### src/core/adcso_pkg.sv
// Shared constants and types for the converter serial and standalone output logic
package adcso_pkg;

  // Result and serial word geometry
  localparam int ADCSO_RESULT_BITS = 12;
  localparam int ADCSO_WORD_BITS   = 16;
  localparam int ADCSO_PAD_BITS    = ADCSO_WORD_BITS - ADCSO_RESULT_BITS;
  localparam int ADCSO_BUF_DEPTH   = 2;

  // Bit counter: counts falling serial clock edges within a frame
  localparam logic [4:0] ADCSO_CNT_RESET = 5'h00;
  localparam logic [4:0] ADCSO_CNT_FULL  = 5'h10;
  localparam int         ADCSO_MSB_POS   = ADCSO_WORD_BITS - 1;

  // Idle pin levels between conversions
  localparam logic ADCSO_IDLE_CLK    = 1'b1;
  localparam logic ADCSO_IDLE_DATA   = 1'b0;
  localparam logic ADCSO_IDLE_STROBE = 1'b0;
  localparam logic ADCSO_IDLE_BUSY_N = 1'b1;

  // Synchroniser lanes for pins from outside the clock domain
  localparam int ADCSO_SYNC_LANES = 5;
  localparam int ADCSO_LANE_LCLK  = 0;
  localparam int ADCSO_LANE_CONV  = 1;
  localparam int ADCSO_LANE_CS    = 2;
  localparam int ADCSO_LANE_CONT  = 3;
  localparam int ADCSO_LANE_ALONE = 4;
  localparam logic [4:0] ADCSO_SYNC_RESET = 5'h07;

  // Conversion sequencer states
  typedef enum {
    ADCSO_IDLE,
    ADCSO_REQ,
    ADCSO_WAIT_EDGE,
    ADCSO_SHIFT,
    ADCSO_FINISH
  } adcso_state_type;

  // Serial output pins travel together
  typedef struct packed {
    logic serial_clk;
    logic serial_data_out;
    logic serial_valid_strobe;
  } adcso_serial_type;

  // Result word handed over by the successive approximation core
  typedef struct packed {
    logic                         valid;
    logic [ADCSO_RESULT_BITS-1:0] data;
  } adcso_result_type;

endpackage

### src/core/adcso_buffer.sv
// Two-entry valid/ready buffer between the conversion core and the serialiser
`timescale 1ns/1ps
module adcso_buffer #(
  parameter int WIDTH = 12,
  parameter int DEPTH = 2
) (
  input  wire logic             clk,
  input  wire logic             rst_n,
  input  wire logic             in_valid,
  input  wire logic [WIDTH-1:0] in_data,
  output logic                  in_ready,
  input  wire logic             out_ready,
  output logic                  out_valid,
  output logic      [WIDTH-1:0] out_data
);
  localparam int PW = (DEPTH > 1) ? $clog2(DEPTH) : 1;
  localparam int CW = $clog2(DEPTH + 1);

  logic [WIDTH-1:0] mem [DEPTH];
  logic [PW-1:0]    wr_ptr;
  logic [PW-1:0]    rd_ptr;
  logic [CW-1:0]    count;
  logic [PW-1:0]    next_wr_ptr;
  logic [PW-1:0]    next_rd_ptr;
  logic [CW-1:0]    next_count;
  logic             next_in_ready;
  logic             push;
  logic             pop;

  assign push      = in_valid & in_ready;
  assign pop       = out_valid & out_ready;
  assign out_valid = (count != '0);
  assign out_data  = mem[rd_ptr];

  // Pointer wrap and occupancy; ready is registered so the source sees a clean level
  always_comb begin
    next_wr_ptr = wr_ptr;
    next_rd_ptr = rd_ptr;
    if (push) begin
      next_wr_ptr = (wr_ptr == PW'(DEPTH - 1)) ? '0 : wr_ptr + PW'(1);
    end
    if (pop) begin
      next_rd_ptr = (rd_ptr == PW'(DEPTH - 1)) ? '0 : rd_ptr + PW'(1);
    end
    next_count    = count + CW'(push) - CW'(pop);
    next_in_ready = (next_count != CW'(DEPTH));
  end

  always_ff @(posedge clk or negedge rst_n) begin
    if (!rst_n) begin
      wr_ptr   <= '0;
      rd_ptr   <= '0;
      count    <= '0;
      in_ready <= 1'b1;
    end else begin
      wr_ptr   <= next_wr_ptr;
      rd_ptr   <= next_rd_ptr;
      count    <= next_count;
      in_ready <= next_in_ready;
    end
  end

  // Storage carries data only, so it needs no reset
  always_ff @(posedge clk) begin
    if (push) begin
      mem[wr_ptr] <= in_data;
    end
  end

endmodule

### src/core/adcso_serial_port.sv
// Serial result port and standalone parallel output of the sampling converter
//
// Overview of operation
// [RL1] Format select low: gated clock, serial clock and data quiet outside conversion.
// [RL2] Gated mode: first falling serial clock edge already sees a valid bit.
// [RL3] Result shifts out on serial data, clocked by serial clock, during conversion.
// [RL4] Receiver takes a 16-bit word and reads it after sixteen bits.
// [RL5] Format select high: serial clock runs continuously; strobe alone marks data.
// [RL6] Continuous mode: strobe marks valid data; receiver may invert it for framing.
// [RL7] Data is valid at serial clock falling edges; rising-edge receivers invert clock.
// [RL8] Receivers needing a free-running clock are used only with continuous mode.
// [RL9] Standalone mode 2: active-low chip select pulse starts a conversion.
// [RL10] Standalone chip select pulse lasts longer than conversion plus busy delay.
// [RL11] Standalone: busy drives read; latch takes parallel result on busy rising.
// [RL12] Serial use runs mode 1: convert-start pulse begins each conversion.
// [RL13] Host never reads the converter while a conversion is in progress.
// [RL14] Gated mode idles serial clock and data at fixed levels between conversions.
`timescale 1ns/1ps
module adcso_serial_port
  import adcso_pkg::*;
#(
  parameter int RESULT_BITS = adcso_pkg::ADCSO_RESULT_BITS
) (
  input  wire logic                         clk,
  input  wire logic                         rst_n,
  input  wire logic                         link_clk_pin,
  input  wire logic                         convert_start_n,
  input  wire logic                         chip_select_n,
  input  wire logic                         clock_continuous_sel,
  input  wire logic                         standalone_sel,
  input  wire adcso_pkg::adcso_result_type  core_result,
  output logic                              core_ready,
  output logic                              sample_request,
  output logic                              busy_n,
  output logic [RESULT_BITS-1:0]            parallel_result_bits,
  output adcso_pkg::adcso_serial_type       serial_link
);

  // Synchroniser and edge history
  logic [ADCSO_SYNC_LANES-1:0] sync_meta;
  logic [ADCSO_SYNC_LANES-1:0] sync_pin;
  logic                        lclk_prev;
  logic                        conv_prev;
  logic                        cs_prev;
  logic                        lclk_rise;
  logic                        lclk_fall;
  logic                        start_edge;
  logic                        continuous;

  // Sequencer state
  adcso_state_type             state;
  adcso_state_type             next_state;
  logic [ADCSO_WORD_BITS-1:0]  shift_word;
  logic [ADCSO_WORD_BITS-1:0]  next_shift_word;
  logic [ADCSO_WORD_BITS-1:0]  frame_word;
  logic [ADCSO_WORD_BITS-1:0]  next_frame_word;
  logic [4:0]                  fall_cnt;
  logic [4:0]                  next_fall_cnt;
  logic                        next_sample_request;
  logic                        next_busy_n;
  logic [RESULT_BITS-1:0]      next_parallel_result_bits;
  adcso_serial_type            next_serial_link;

  // Buffer drain side
  logic                        buf_valid;
  logic [RESULT_BITS-1:0]      buf_data;
  logic                        buf_take;

  // Two flip-flops on every pin from outside; only the second stage is read
  always_ff @(posedge clk or negedge rst_n) begin
    if (!rst_n) begin
      sync_meta <= ADCSO_SYNC_RESET;
      sync_pin  <= ADCSO_SYNC_RESET;
      lclk_prev <= 1'b1;
      conv_prev <= 1'b1;
      cs_prev   <= 1'b1;
    end else begin
      sync_meta <= {standalone_sel, clock_continuous_sel, chip_select_n,
                    convert_start_n, link_clk_pin};
      sync_pin  <= sync_meta;
      lclk_prev <= sync_pin[ADCSO_LANE_LCLK];
      conv_prev <= sync_pin[ADCSO_LANE_CONV];
      cs_prev   <= sync_pin[ADCSO_LANE_CS];
    end
  end

  assign lclk_rise  = sync_pin[ADCSO_LANE_LCLK] & ~lclk_prev;
  assign lclk_fall  = ~sync_pin[ADCSO_LANE_LCLK] & lclk_prev;
  assign continuous = sync_pin[ADCSO_LANE_CONT];

  // Start source follows the mode; only a falling edge counts, so a long select is harmless
  assign start_edge = sync_pin[ADCSO_LANE_ALONE]
                    ? (cs_prev & ~sync_pin[ADCSO_LANE_CS])       // RL9
                    : (conv_prev & ~sync_pin[ADCSO_LANE_CONV]);  // RL12

  // Result buffer keeps a word safe while the serialiser is still busy
  adcso_buffer #(
    .WIDTH (RESULT_BITS),
    .DEPTH (ADCSO_BUF_DEPTH)
  ) i_adcso_buffer (
    .clk       (clk),
    .rst_n     (rst_n),
    .in_valid  (core_result.valid),
    .in_data   (core_result.data),
    .in_ready  (core_ready),
    .out_ready (buf_take),
    .out_valid (buf_valid),
    .out_data  (buf_data)
  );

  assign buf_take = (state == ADCSO_REQ) && buf_valid;

  // Conversion sequencer and serial shifter
  always_comb begin
    next_state                = state;
    next_shift_word           = shift_word;
    next_frame_word           = frame_word;
    next_fall_cnt             = fall_cnt;
    next_sample_request       = 1'b0;
    next_busy_n               = busy_n;
    next_parallel_result_bits = parallel_result_bits;
    case (state)
      ADCSO_IDLE: begin
        // Starts during a conversion are ignored, the host must wait for busy
        if (start_edge) begin
          next_state          = ADCSO_REQ;
          next_sample_request = 1'b1;
          next_busy_n         = 1'b0;
        end
      end
      ADCSO_REQ: begin
        if (buf_valid) begin
          next_shift_word = {{ADCSO_PAD_BITS{1'b0}}, buf_data};  // RL4
          next_frame_word = {{ADCSO_PAD_BITS{1'b0}}, buf_data};
          next_state      = ADCSO_WAIT_EDGE;
        end
      end
      ADCSO_WAIT_EDGE: begin
        // Open the frame on a rising edge so the first falling edge finds the MSB
        if (lclk_rise) begin
          next_state    = ADCSO_SHIFT;  // RL2
          next_fall_cnt = ADCSO_CNT_RESET;
        end
      end
      ADCSO_SHIFT: begin
        if (lclk_fall) begin
          next_fall_cnt = fall_cnt + 5'h01;
        end
        if (lclk_rise) begin
          if (fall_cnt == ADCSO_CNT_FULL) begin
            next_state                = ADCSO_FINISH;
            next_parallel_result_bits = frame_word[RESULT_BITS-1:0];  // RL11
          end else begin
            next_shift_word = {shift_word[ADCSO_WORD_BITS-2:0], 1'b0};  // RL3
          end
        end
      end
      ADCSO_FINISH: begin
        // Busy rises one cycle after the result settles, so the latch edge is clean
        next_busy_n = ADCSO_IDLE_BUSY_N;  // RL11
        next_state  = ADCSO_IDLE;
      end
      default: begin
        next_state  = ADCSO_IDLE;
        next_busy_n = ADCSO_IDLE_BUSY_N;
      end
    endcase
  end

  // Serial pins; data changes only with a rising serial clock edge
  always_comb begin
    next_serial_link = '{serial_clk:          ADCSO_IDLE_CLK,
                         serial_data_out:     ADCSO_IDLE_DATA,
                         serial_valid_strobe: ADCSO_IDLE_STROBE};
    if (continuous) begin
      next_serial_link.serial_clk = sync_pin[ADCSO_LANE_LCLK];  // RL5
    end
    if (next_state == ADCSO_SHIFT) begin
      next_serial_link.serial_clk          = sync_pin[ADCSO_LANE_LCLK];  // RL7
      next_serial_link.serial_data_out     = next_shift_word[ADCSO_MSB_POS];  // RL3
      next_serial_link.serial_valid_strobe = continuous;  // RL6
    end
  end

  always_ff @(posedge clk or negedge rst_n) begin
    if (!rst_n) begin
      state                <= ADCSO_IDLE;
      shift_word           <= '0;
      frame_word           <= '0;
      fall_cnt             <= ADCSO_CNT_RESET;
      sample_request       <= 1'b0;
      busy_n               <= ADCSO_IDLE_BUSY_N;
      parallel_result_bits <= '0;
      serial_link          <= '{serial_clk:          ADCSO_IDLE_CLK,
                                serial_data_out:     ADCSO_IDLE_DATA,
                                serial_valid_strobe: ADCSO_IDLE_STROBE};  // RL1
    end else begin
      state                <= next_state;
      shift_word           <= next_shift_word;
      frame_word           <= next_frame_word;
      fall_cnt             <= next_fall_cnt;
      sample_request       <= next_sample_request;
      busy_n               <= next_busy_n;
      parallel_result_bits <= next_parallel_result_bits;
      serial_link          <= next_serial_link;  // RL14
    end
  end
endmodule

### config.mk
export PLATFORM = sky130hd
export DESIGN_NAME = adcso_serial_port
export DESIGN_NICKNAME = d
export VERILOG_FILES = /design/src/core/adcso_pkg.sv /design/src/core/adcso_buffer.sv /design/src/core/adcso_serial_port.sv
export SDC_FILE = /design/constraint.sdc
export NUM_CORES = 1
export LEC_CHECK = 0
export ABC_AREA = 1
export ABC_CLOCK_PERIOD_IN_PS = 2800
export BUFFER_PORTS_ARGS = -buffer_cell sky130_fd_sc_hd__buf_2
export CORE_ASPECT_RATIO = 1.25
export CORE_UTILIZATION = 40
export CTS_CLUSTER_DIAMETER = 50
export DETAILED_ROUTE_END_ITERATION = 12
export PLACE_DENSITY = 0.64
export SLEW_MARGIN = 0
export SYNTH_ARGS = -nofsm -noshare
export SYNTH_HDL_FRONTEND = slang
export SYNTH_SLANG_ARGS = --single-unit
### constraint.sdc
create_clock -name clk -period 2.8 [get_ports clk]
set_input_delay 0.7 -clock clk [delete_from_list [all_inputs] [get_ports clk]]
set_output_delay 0.7 -clock clk [all_outputs]
set_load 0.02 [all_outputs]
==> results of run 1 <==
==> state kept, by name, indices dropped and copies added (netlist names) <==
signal                   cells
state                       32
i_adcso_buffer.mem          24
shift_word                  16
frame_word                  12
parallel_result_bits        12
fall_cnt                     5
sync_meta                    5
sync_pin                     5
serial_link                  3
i_adcso_buffer.count         2
busy_n                       1
conv_prev                    1
cs_prev                      1
i_adcso_buffer.in_ready      1
i_adcso_buffer.rd_ptr        1
i_adcso_buffer.wr_ptr        1
lclk_prev                    1
sample_request               1
==> metrics by stage <==
step           hold WS (ns)  utilization  power [µW]  instance area (µm²)  instances
6_report              0.284        0.499        4150                 6070        702
2_1_floorplan         0.331            -        1940                 5110        476
5_1_grt               0.310        0.499        4290                 6070        702
3_5_place_dp          0.339        0.450        2000                 5470        670
3_3_place_gp          0.335        0.450        2000                 5470        670
4_1_cts               0.286        0.499        4200                 6070        702
==> power by group through the flow <==
stage                     clock (µW)  combinational, µW  sequential [µW]
after floorplan                    0               23.3             1920
after global placement             0               76.4             1920
after CTS                       2230               80.0             1890
final                           2180               77.4             1890
after global routing            2310               90.8             1890
after detailed placement           0               79.1             1920
==> path summary, 6_finish.rpt <==
path	start	end	slack [ns]
setup / recovery	state[3]$_DFF_PN0_	i_adcso_buffer.in_ready$_DFF_PN1_	0.55
setup reg to reg	state[3]$_DFF_PN0_	i_adcso_buffer.in_ready$_DFF_PN1_	0.55
max in group asynchronous	rst_n	cs_prev$_DFF_PN1_	1.83
hold reg to reg	sync_meta[3]$_DFF_PN0_	sync_pin[3]$_DFF_PN0_	0.35
hold / removal	rst_n	state[18]$_DFF_PN0_	0.28
min in group clk	sync_meta[3]$_DFF_PN0_	sync_pin[3]$_DFF_PN0_	0.35
==> cell usage after synthesis, drive strengths merged <==
cell	instances	area (µm²)
dfrtp	88	2200
nand2	78	333
inv	59	221
nor2	51	251
nand3	49	293
o21ai	29	183
edfxtp	24	721
dfstp	12	315
mux2	12	135
buf	11	83.8
nand3b	11	82.6
ha	4	50.1
xor2	4	35.0
o22ai	3	18.8
xnor2	3	26.3
a21oi	2	10.0
or2	2	12.5
clkbuf	1	3.75
conb	1	3.75
nor3	1	5.00
nor3b	1	7.51
o21bai	1	7.51
o31ai	1	7.51
==> routing by layer <==
layer,wire (µm),share of wire,GRT usage,up-vias
met2,4280,0.49,0.238,74
met4,115,0.013,0.0647,0
met5,0,0,0,-
li1,-,-,-,1565
met1,4000,0.46,0.197,1508
met3,378,0.043,0.0536,10
==> final cells by class <==
class	instances	area (µm²)	area share
flip-flops and latches	124	3240	0.534
clock inverters	8	115	0.0190
repair buffers	42	238	0.0392
multi-input cells	281	1570	0.258
clock buffers	24	482	0.0794
inverters	59	221	0.0365
well taps	164	205	0.0338
==> cell families after synthesis <==
logic type	share of synthesized area
simple gates	0.197
flops	0.647
buf+inv	0.0617
compound gates	0.0452
mux	0.0270
xor+xnor	0.0122
fa+ha+maj	0.00999
other cells	0.000749
==> layout by cell type (no fill, tap or decap), drive strengths merged <==
cell type   n
o21ai      29
bufinv      3
dfrtp      88
edfxtp     24
nand3b     11
o31ai       1
nor3b       1
xor2        4
conb       29
buf        42
clkbuf     24
nor3        1
nand3      49
a21oi       2
nor2       51
xnor2       3
o21bai      1
mux2       12
ha          4
nand2      78
or2         2
o22ai       3
clkinv      5
inv        59
dfstp      12
==> flow_summary.toml, run 1 <==
[run_status]
outcome = "finished, final reports clean"

[worst_setup_path]
crit_cells = 11
reg2reg_depth = 11
critPathMaxFanout = 15
end_kind = "flip-flop"
path_common_cell = "ha_1"
critPathKind = "reg -> reg"
path_cells = "nor2_2, nand3_1, nor2_1, nand2_2, nor2_8, nand2_4, inv_2, ha_1, inv_1, ha_1, or2_2"
critPathMaxStageDelay_ns = 0.38
cpMaxStageDelayCell = "dfrtp_1"
start_kind = "flip-flop"
worstPathRequired_ns = 3.13
critPathBufInv = 2
arrival_ns = 2.58
cp_top_family = "simple AND/OR/NAND/NOR gates"

[global_routing]
antenna_found_initial = 0
grt_pass1_vias = 3168
grt-ovfl-total = 0
grt_max_degree = 46
grt_usage = 0.154
grt_pass1_wl_um = 15000

[placement]
preCtsSetupSlack_ns = 0.535
place_congestion = 0.864
dpl.hpwl_um = 5910
port_buffers = 37

[sta]
fin_skew_ns = 0.00780
tightest_slew_ns = 0.543
setup_ws_ns = 0.551
finalHoldViolCount = 0
fmax_mhz = 445
slew_headroom = 0.638
finalSetupViolCount = 0
min_period_ns = 2.25
final_max_slew_viol_count = 0
rsz0062_at_grt = "false"
setup-tns-final_ns = 0
final.period_utilization = 0.803

[clock_tree]
cts_resized = 0
cts_sinks = 124
h-tree-depth = 4
clk_pin_slew_worst_paths_ns = 0.05
clk_path_buf_depth = 2
cts_buffers = 17
root_buffer = "clkbuf_16"
clock_latency_ns = 0.41
cts_tree = "built"
postCtsSetupBuffers = 0
holdBufCountCts = 0

[detailed_routing]
ant_nets = 0
wirelength_um = 8780
drc = 0
drt_iter0_markers = 154
wl_per_cell_um = 12.5
dr.pass1.iters = 4
via_per_inst = 4.50
num_vias = 3157

[logic_synthesis]
yosysSeqAreaShare = 0.647
synthCells = 448
synth_area_um2 = 5010
yosysWarningCount = 0
ys_types = 35
synth_area_per_cell_um2 = 11.2
ys_seq_elements = 124

[power_and_ir_drop]
power.net_switching_uw = 788
p_clk_frac = 0.526
pwr_density_cell_nw_per_um2 = 684
p_int_uw = 3360
leakagePower_uw = 0.00294
swShare = 0.190
pwr-share-comb = 0.019
seqPwrFrac = 0.455
peakVddDrop_mv = 0.437

[floorplanning]
dieArea_um2 = 13000
die_w_um = 102
core_um2 = 12200
ios = 38
die-height_um = 127
rows = 45
start_util = 0.412

[final_layout]
diodes = 0
finalNetCount = 549
fillers = 1119
areaGrowthSynthToFinish_pct = 21.1
drive_gt1_frac = 0.255

[min_path]
hp-class = "in -> async"

[flow_run]
max-cap-violations = 0
No activity file was read; power rests on OpenSTA's default activity.
==> run 2, diff against run 1 <==
--- a/config.mk
+++ b/config.mk
@@ -5,14 +5,14 @@
 export SDC_FILE = /design/constraint.sdc
 export NUM_CORES = 1
 export LEC_CHECK = 0
-export ABC_AREA = 1
-export ABC_CLOCK_PERIOD_IN_PS = 2800
+export ABC_AREA = 0
+export ABC_CLOCK_PERIOD_IN_PS = 1900
 export BUFFER_PORTS_ARGS = -buffer_cell sky130_fd_sc_hd__buf_2
 export CORE_ASPECT_RATIO = 1.25
 export CORE_UTILIZATION = 40
 export CTS_CLUSTER_DIAMETER = 50
 export DETAILED_ROUTE_END_ITERATION = 12
-export PLACE_DENSITY = 0.64
+export PLACE_DENSITY = 0.66
 export SLEW_MARGIN = 0
 export SYNTH_ARGS = -nofsm -noshare
 export SYNTH_HDL_FRONTEND = slang
==> constraint.sdc (replaced) <==
create_clock -name clk -period 1.9 [get_ports clk]
set_input_delay 0.475 -clock clk [delete_from_list [all_inputs] [get_ports clk]]
set_output_delay 0.475 -clock clk [all_outputs]
set_load 0.02 [all_outputs]
==> flow_summary.toml, run 2 <==
[run_status]
outcome = "finished with violations"
failed_checks = "setup timing"

[final_layout]
layout_common_cells = "dfrtp_1, buf_2, buf_4"
finalNetCount = 448
areaGrowthSynthToFinish_pct = 34.8
layout_commonest_cell = "dfrtp_1"
diodes = 0
fin_area_um2 = 6400
regMostFlops = "state"
reg.largest.list = "state (32), i_adcso_buffer.mem (24), shift_word (16)"
largest_register_ffs = 32
drive_gt1_frac = 0.405

[detailed_routing]
drc = 0
wl_per_cell_um = 15.1
routed-wl-met3_um = 380
via_per_inst = 4.87
wl_met2_um = 4570
drt-met1-wl_um = 3950
dr.pass1.iters = 4
ant_nets = 0
wirelength_um = 9040
drt_iter0_markers = 205
num_vias = 2913
topRoutingLayerUsed = "met4"

[floorplanning]
rows = 44
ios = 38
start_util = 0.409
die-height_um = 124
dieArea_um2 = 12300
core_um2 = 11600
die_w_um = 99.5

[logic_synthesis]
synthMostInstantiatedCell = "dfrtp_1"
ys_types = 54
synthCells = 313
yosysTopAreaCell = "dfrtp_1"
ys_seq_elements = 124
yosysWarningCount = 0
yosysSeqAreaShare = 0.682
synth_top_area_share = 0.464
synth_edf_count = 24
synthTopCellsByArea = "dfrtp_1, edfxtp_1, dfstp_2"
synthTopCellsByCount = "dfrtp_1, inv_1, edfxtp_1"
synth_area_per_cell_um2 = 15.2
async_flop_share = 0.806
synth-main-ff-cell = "dfrtp_1"
synth_area_um2 = 4750

[clock_tree]
clk_pin_slew_worst_paths_ns = 0.05
cts_tree = "built"
clock_latency_ns = 0.41
root_buffer = "clkbuf_16"
cts_buffers = 17
clk_path_buf_depth = 2
cts_sinks = 124
h-tree-depth = 4

[sta]
final_max_slew_viol_count = 0
tightest_slew_ns = 0.509
min_period_ns = 2.17
slew_headroom = 0.656
finalSetupViolCount = 23
setup-tns-final_ns = -1.30
setup_ws_ns = -0.267
fmax_mhz = 461
fin_skew_ns = 0.00598
final.period_utilization = 1.14
rsz0062_at_grt = "true"
finalHoldViolCount = 0

[min_path]
hp-class = "in -> async"

[worst_setup_path]
end_kind = "flip-flop"
start_kind = "flip-flop"
critPathKind = "reg -> reg"
critPathMaxStageDelay_ns = 0.53
critPathMaxFanout = 5
cpMaxStageDelayCell = "o41ai_1"
worstPathRequired_ns = 2.13
path_cells = "nor4_4, buf_4, nand4_4, buf_4, o41ai_1, o221ai_1"
arrival_ns = 2.40
path_common_cell = "buf_4"

[global_routing]
grt_pass1_vias = 2899
antenna_found_initial = 0
grt_usage = 0.156
grt_max_degree = 101
grt-ovfl-total = 0
grt_pass1_wl_um = 14200

[placement]
port_buffers = 37
place_congestion = 0.748
preCtsSetupSlack_ns = -0.201
dpl_cell_area_um2 = 5450
dpl.hpwl_um = 5380

[flow_run]
max-cap-violations = 0

[power_and_ir_drop]
pwr_density_cell_nw_per_um2 = 1040
peakVddDrop_mv = 0.934
leakagePower_uw = 0.00273
run 2: logic make-up after synthesis:
kind of cell | Yosys count | synth area share
compound gates | 52 | 0.0869
xor+xnor | 4 | 0.00738
fa+ha+maj | 4 | 0.0105
buf+inv | 42 | 0.0364
flops | 124 | 0.682
mux | 36 | 0.0796
other cells | 1 | 0.000790
simple gates | 50 | 0.0967
run 2: final timing paths:
path | slack [ns] | endpoint | start | cells after the start
setup reg to reg | -0.27 | shift_word[8]$_DFFE_PN0P_ | state[11]$_DFF_PN0_ | 6
max in group asynchronous | 1.38 | state[0]$_DFF_PN0_ | rst_n | 2
hold / removal | 0.12 | sync_meta[3]$_DFF_PN0_ | rst_n | 2
hold reg to reg | 0.35 | sync_pin[4]$_DFF_PN0_ | sync_meta[4]$_DFF_PN0_ | 0
min in group clk | 0.16 | sync_meta[1]$_DFF_PN1_ | convert_start_n | 1
setup / recovery | -0.27 | shift_word[8]$_DFFE_PN0P_ | state[11]$_DFF_PN0_ | 6
run 2: routing by layer:
layer	GRT usage	vias up
met2	0.246	65
met1	0.197	1475
met5	0	-
met4	0.0790	0
li1	-	1361
met3	0.0432	12
run 2: report_power, final:
part / switching [µW] / internal, µW / total (µW)
sequential: 97.9 / 2950 / 3050
clock: 1080 / 1950 / 3030
combinational: 354 / 216 / 570
total: 1530 / 5120 / 6640
run 2: timing repair:
item / 4_1_cts / 5_1_grt
hold buffers: 0 / 0
resized for setup: 27 / 37
endpoints found under the setup margin: 32 / 45
cloned: 1 / 1
pin swaps: 12 / 9
setup buffers: 3 / 5
run 2: metrics by stage:
| stage | hold slack, ns | utilization | instances | total power, µW |
|---|---|---|---|---|
| 3_3_place_gp | 0.337 | 0.469 | 556 | 3520 |
| 5_1_grt | 0.146 | 0.551 | 598 | 6900 |
| 4_1_cts | 0.137 | 0.529 | 592 | 6610 |
| 2_1_floorplan | 0.179 | - | 341 | 3320 |
| 6_report | 0.119 | 0.551 | 598 | 6640 |
| 3_5_place_dp | 0.342 | 0.469 | 556 | 3540 |
run 2: final cells by class:
class | instances | area [µm²]
fill | 917 | 5210
sequential | 124 | 3240
multi-input combinational | 175 | 1750
timing repair buffer | 77 | 552
clock buffer | 24 | 462
tap | 161 | 201
inverter | 29 | 111
clock inverter | 8 | 92.6
run 2: critical path, delay by kind of cell (launching register included):
family	cells	cell delay, ns
AOI/OAI and AO/OA	2	0.78
buffers and inverters	2	0.37
DFF	1	0.39
and+or+nand+nor	2	0.44
==> run 3, diff against run 2 <==
--- a/config.mk
+++ b/config.mk
@@ -8,11 +8,13 @@
 export ABC_AREA = 0
 export ABC_CLOCK_PERIOD_IN_PS = 1900
 export BUFFER_PORTS_ARGS = -buffer_cell sky130_fd_sc_hd__buf_2
+export CELL_PAD_IN_SITES_DETAIL_PLACEMENT = 1
+export CELL_PAD_IN_SITES_GLOBAL_PLACEMENT = 1
 export CORE_ASPECT_RATIO = 1.25
 export CORE_UTILIZATION = 40
 export CTS_CLUSTER_DIAMETER = 50
 export DETAILED_ROUTE_END_ITERATION = 12
-export PLACE_DENSITY = 0.66
+export PLACE_DENSITY = 0.75
 export SLEW_MARGIN = 0
 export SYNTH_ARGS = -nofsm -noshare
 export SYNTH_HDL_FRONTEND = slang
==> flow_summary.toml, run 3 (synthesized netlist as in run 2, its figures left out) <==
[run_status]
outcome = "finished with violations"
failed_checks = "setup timing"

[power_and_ir_drop]
finalPower_uw = 6930
peakVddDrop_mv = 0.707
pwr_density_cell_nw_per_um2 = 1020
leakagePower_uw = 0.00286

[sta]
fmax_mhz = 445
finalHoldViolCount = 0
final_max_slew_viol_count = 0
finalSetupViolCount = 49
slew_headroom = 0.595
hold_ws_ns = 0.153
tightest_slew_ns = 0.591
final.period_utilization = 1.18
min_period_ns = 2.25
fin_skew_ns = 0.0109
setup_ws_ns = -0.348
rsz0062_at_grt = "true"

[final_layout]
diodes = 0
areaGrowthSynthToFinish_pct = 42.5
fin_cells = 619
layout_common_cells = "dfrtp_1, buf_4, buf_2"
reg.largest.list = "state (32), i_adcso_buffer.mem (24), shift_word (16)"
fillers = 1115
drive_gt1_frac = 0.452
largest_register_ffs = 32
regMostFlops = "state"
layout_commonest_cell = "dfrtp_1"
finalNetCount = 469

[placement]
place_congestion = 0.785
port_buffers = 37
dpl.hpwl_um = 6750
placed_cells_incl_taps = 559

[detailed_routing]
drt_iter0_markers = 171
via_per_inst = 5.05
ant_nets = 0
dr.pass1.iters = 7
wl_per_cell_um = 22.2
num_vias = 3127
wirelength_um = 13700
drc = 0

[clock_tree]
clk_pin_slew_worst_paths_ns = 0.06
clock_latency_ns = 0.42
root_buffer = "clkbuf_16"
clk_path_buf_depth = 2
cts_buffers = 17
cts_sinks = 124
h-tree-depth = 4
cts_tree = "built"

[worst_setup_path]
end_kind = "flip-flop"
critPathKind = "reg -> reg"
worstPathRequired_ns = 2.16
critPathMaxFanout = 12
path_cells = "nor4_4, buf_4, nand4_4, buf_12, buf_6, o41ai_4, o221ai_2"
cpMaxStageDelayCell = "o41ai_4"
start_kind = "flip-flop"
critPathMaxStageDelay_ns = 0.42
arrival_ns = 2.51

[global_routing]
grt-ovfl-total = 0
antenna_found_initial = 0
grt_usage = 0.219
grt_pass1_vias = 3464
grt_max_degree = 37
grt_pass1_wl_um = 19200

[floorplanning]
core_um2 = 11600
dieArea_um2 = 12300
rows = 44
die_w_um = 99.5
ios = 38
start_util = 0.409
die-height_um = 124

[min_path]
hp-class = "in -> reg"

[flow_run]
max-cap-violations = 0
-- run 3: cell types whose count changed in the layout (fill, tap and decap cells not counted), moves of 4 or more --
cell and delta:
buf_12 +4, buf_4 +17, clkbuf_1 -6, mux2i_1 -5, mux2i_4 +4, o41ai_2 -4
o41ai_4 +5, clkinv_4 +4
-- run 3: path summary, 6_finish.rpt --
path                                         from                                    to  slack (ns)  depth (start not counted)
min in group asynchronous                   rst_n  parallel_result_bits[10]$_DFFE_PN0P_        0.50                          2
max                           state[22]$_DFF_PN0_            shift_word[10]$_DFFE_PN0P_       -0.35                          7
max in group asynchronous                   rst_n                    busy_n$_DFFE_PN1P_        0.79                          3
max reg2reg                   state[22]$_DFF_PN0_            shift_word[10]$_DFFE_PN0P_       -0.35                          7
min                                 chip_select_n                sync_meta[2]$_DFF_PN1_        0.15                          1
min reg2reg                sync_meta[4]$_DFF_PN0_                 sync_pin[4]$_DFF_PN0_        0.35                          0
-- run 3: area by class of cell --
cell class	instances	area (µm²)	share of cell area
flip-flops and latches	124	3240	0.478
clock buffers	19	453	0.0669
repair buffers	98	778	0.115
multi-input cells	175	1850	0.273
well taps	161	201	0.0298
clock inverters	13	141	0.0209
inverters	29	111	0.0165
-- run 3: routing by layer --
layer	GRT usage	vias to the layer above	wire, µm
met3	0.0505	20	363
met2	0.400	69	7840
met5	0	-	0
met1	0.238	1638	5280
met4	0.111	0	262
li1	-	1400	-
-- run 3: power breakdown --
group	switching, µW	internal [µW]	leakage, µW
Combinational	425	201	0.00108
Sequential	112	2950	0.00150
Clock	1240	2000	0.000285
-- run 3: worst max-delay path, delay by kind of cell (launching register included) --
family	cells	cell delay, ns
buf+inv	3	0.52
compound gates	2	0.63
simple gates	2	0.54
flops	1	0.41
-- run 3: repair_timing --
action / CTS / global route
cloned: 1 / 0
hold buffers: 1 / 0
endpoints found under the hold margin: 17 / 0
buffers inserted: 4 / 23
resized for setup: 44 / 42
pin swaps: 14 / 5
setup endpoints to repair: 45 / 49
-- run 3: metrics by stage --
stage / setup WS [ns] / instance area (µm²) / TNS [ns] / util
after floorplan: -0.144 / 4870 / -0.231 / -
after global placement: -0.117 / 5490 / -1.27 / 0.472
after detailed placement: -0.250 / 5490 / -3.85 / 0.472
after CTS: -0.181 / 6380 / -4.02 / 0.549
after global routing: -0.371 / 6770 / -10.97 / 0.583
final: -0.348 / 6770 / -8.52 / 0.583
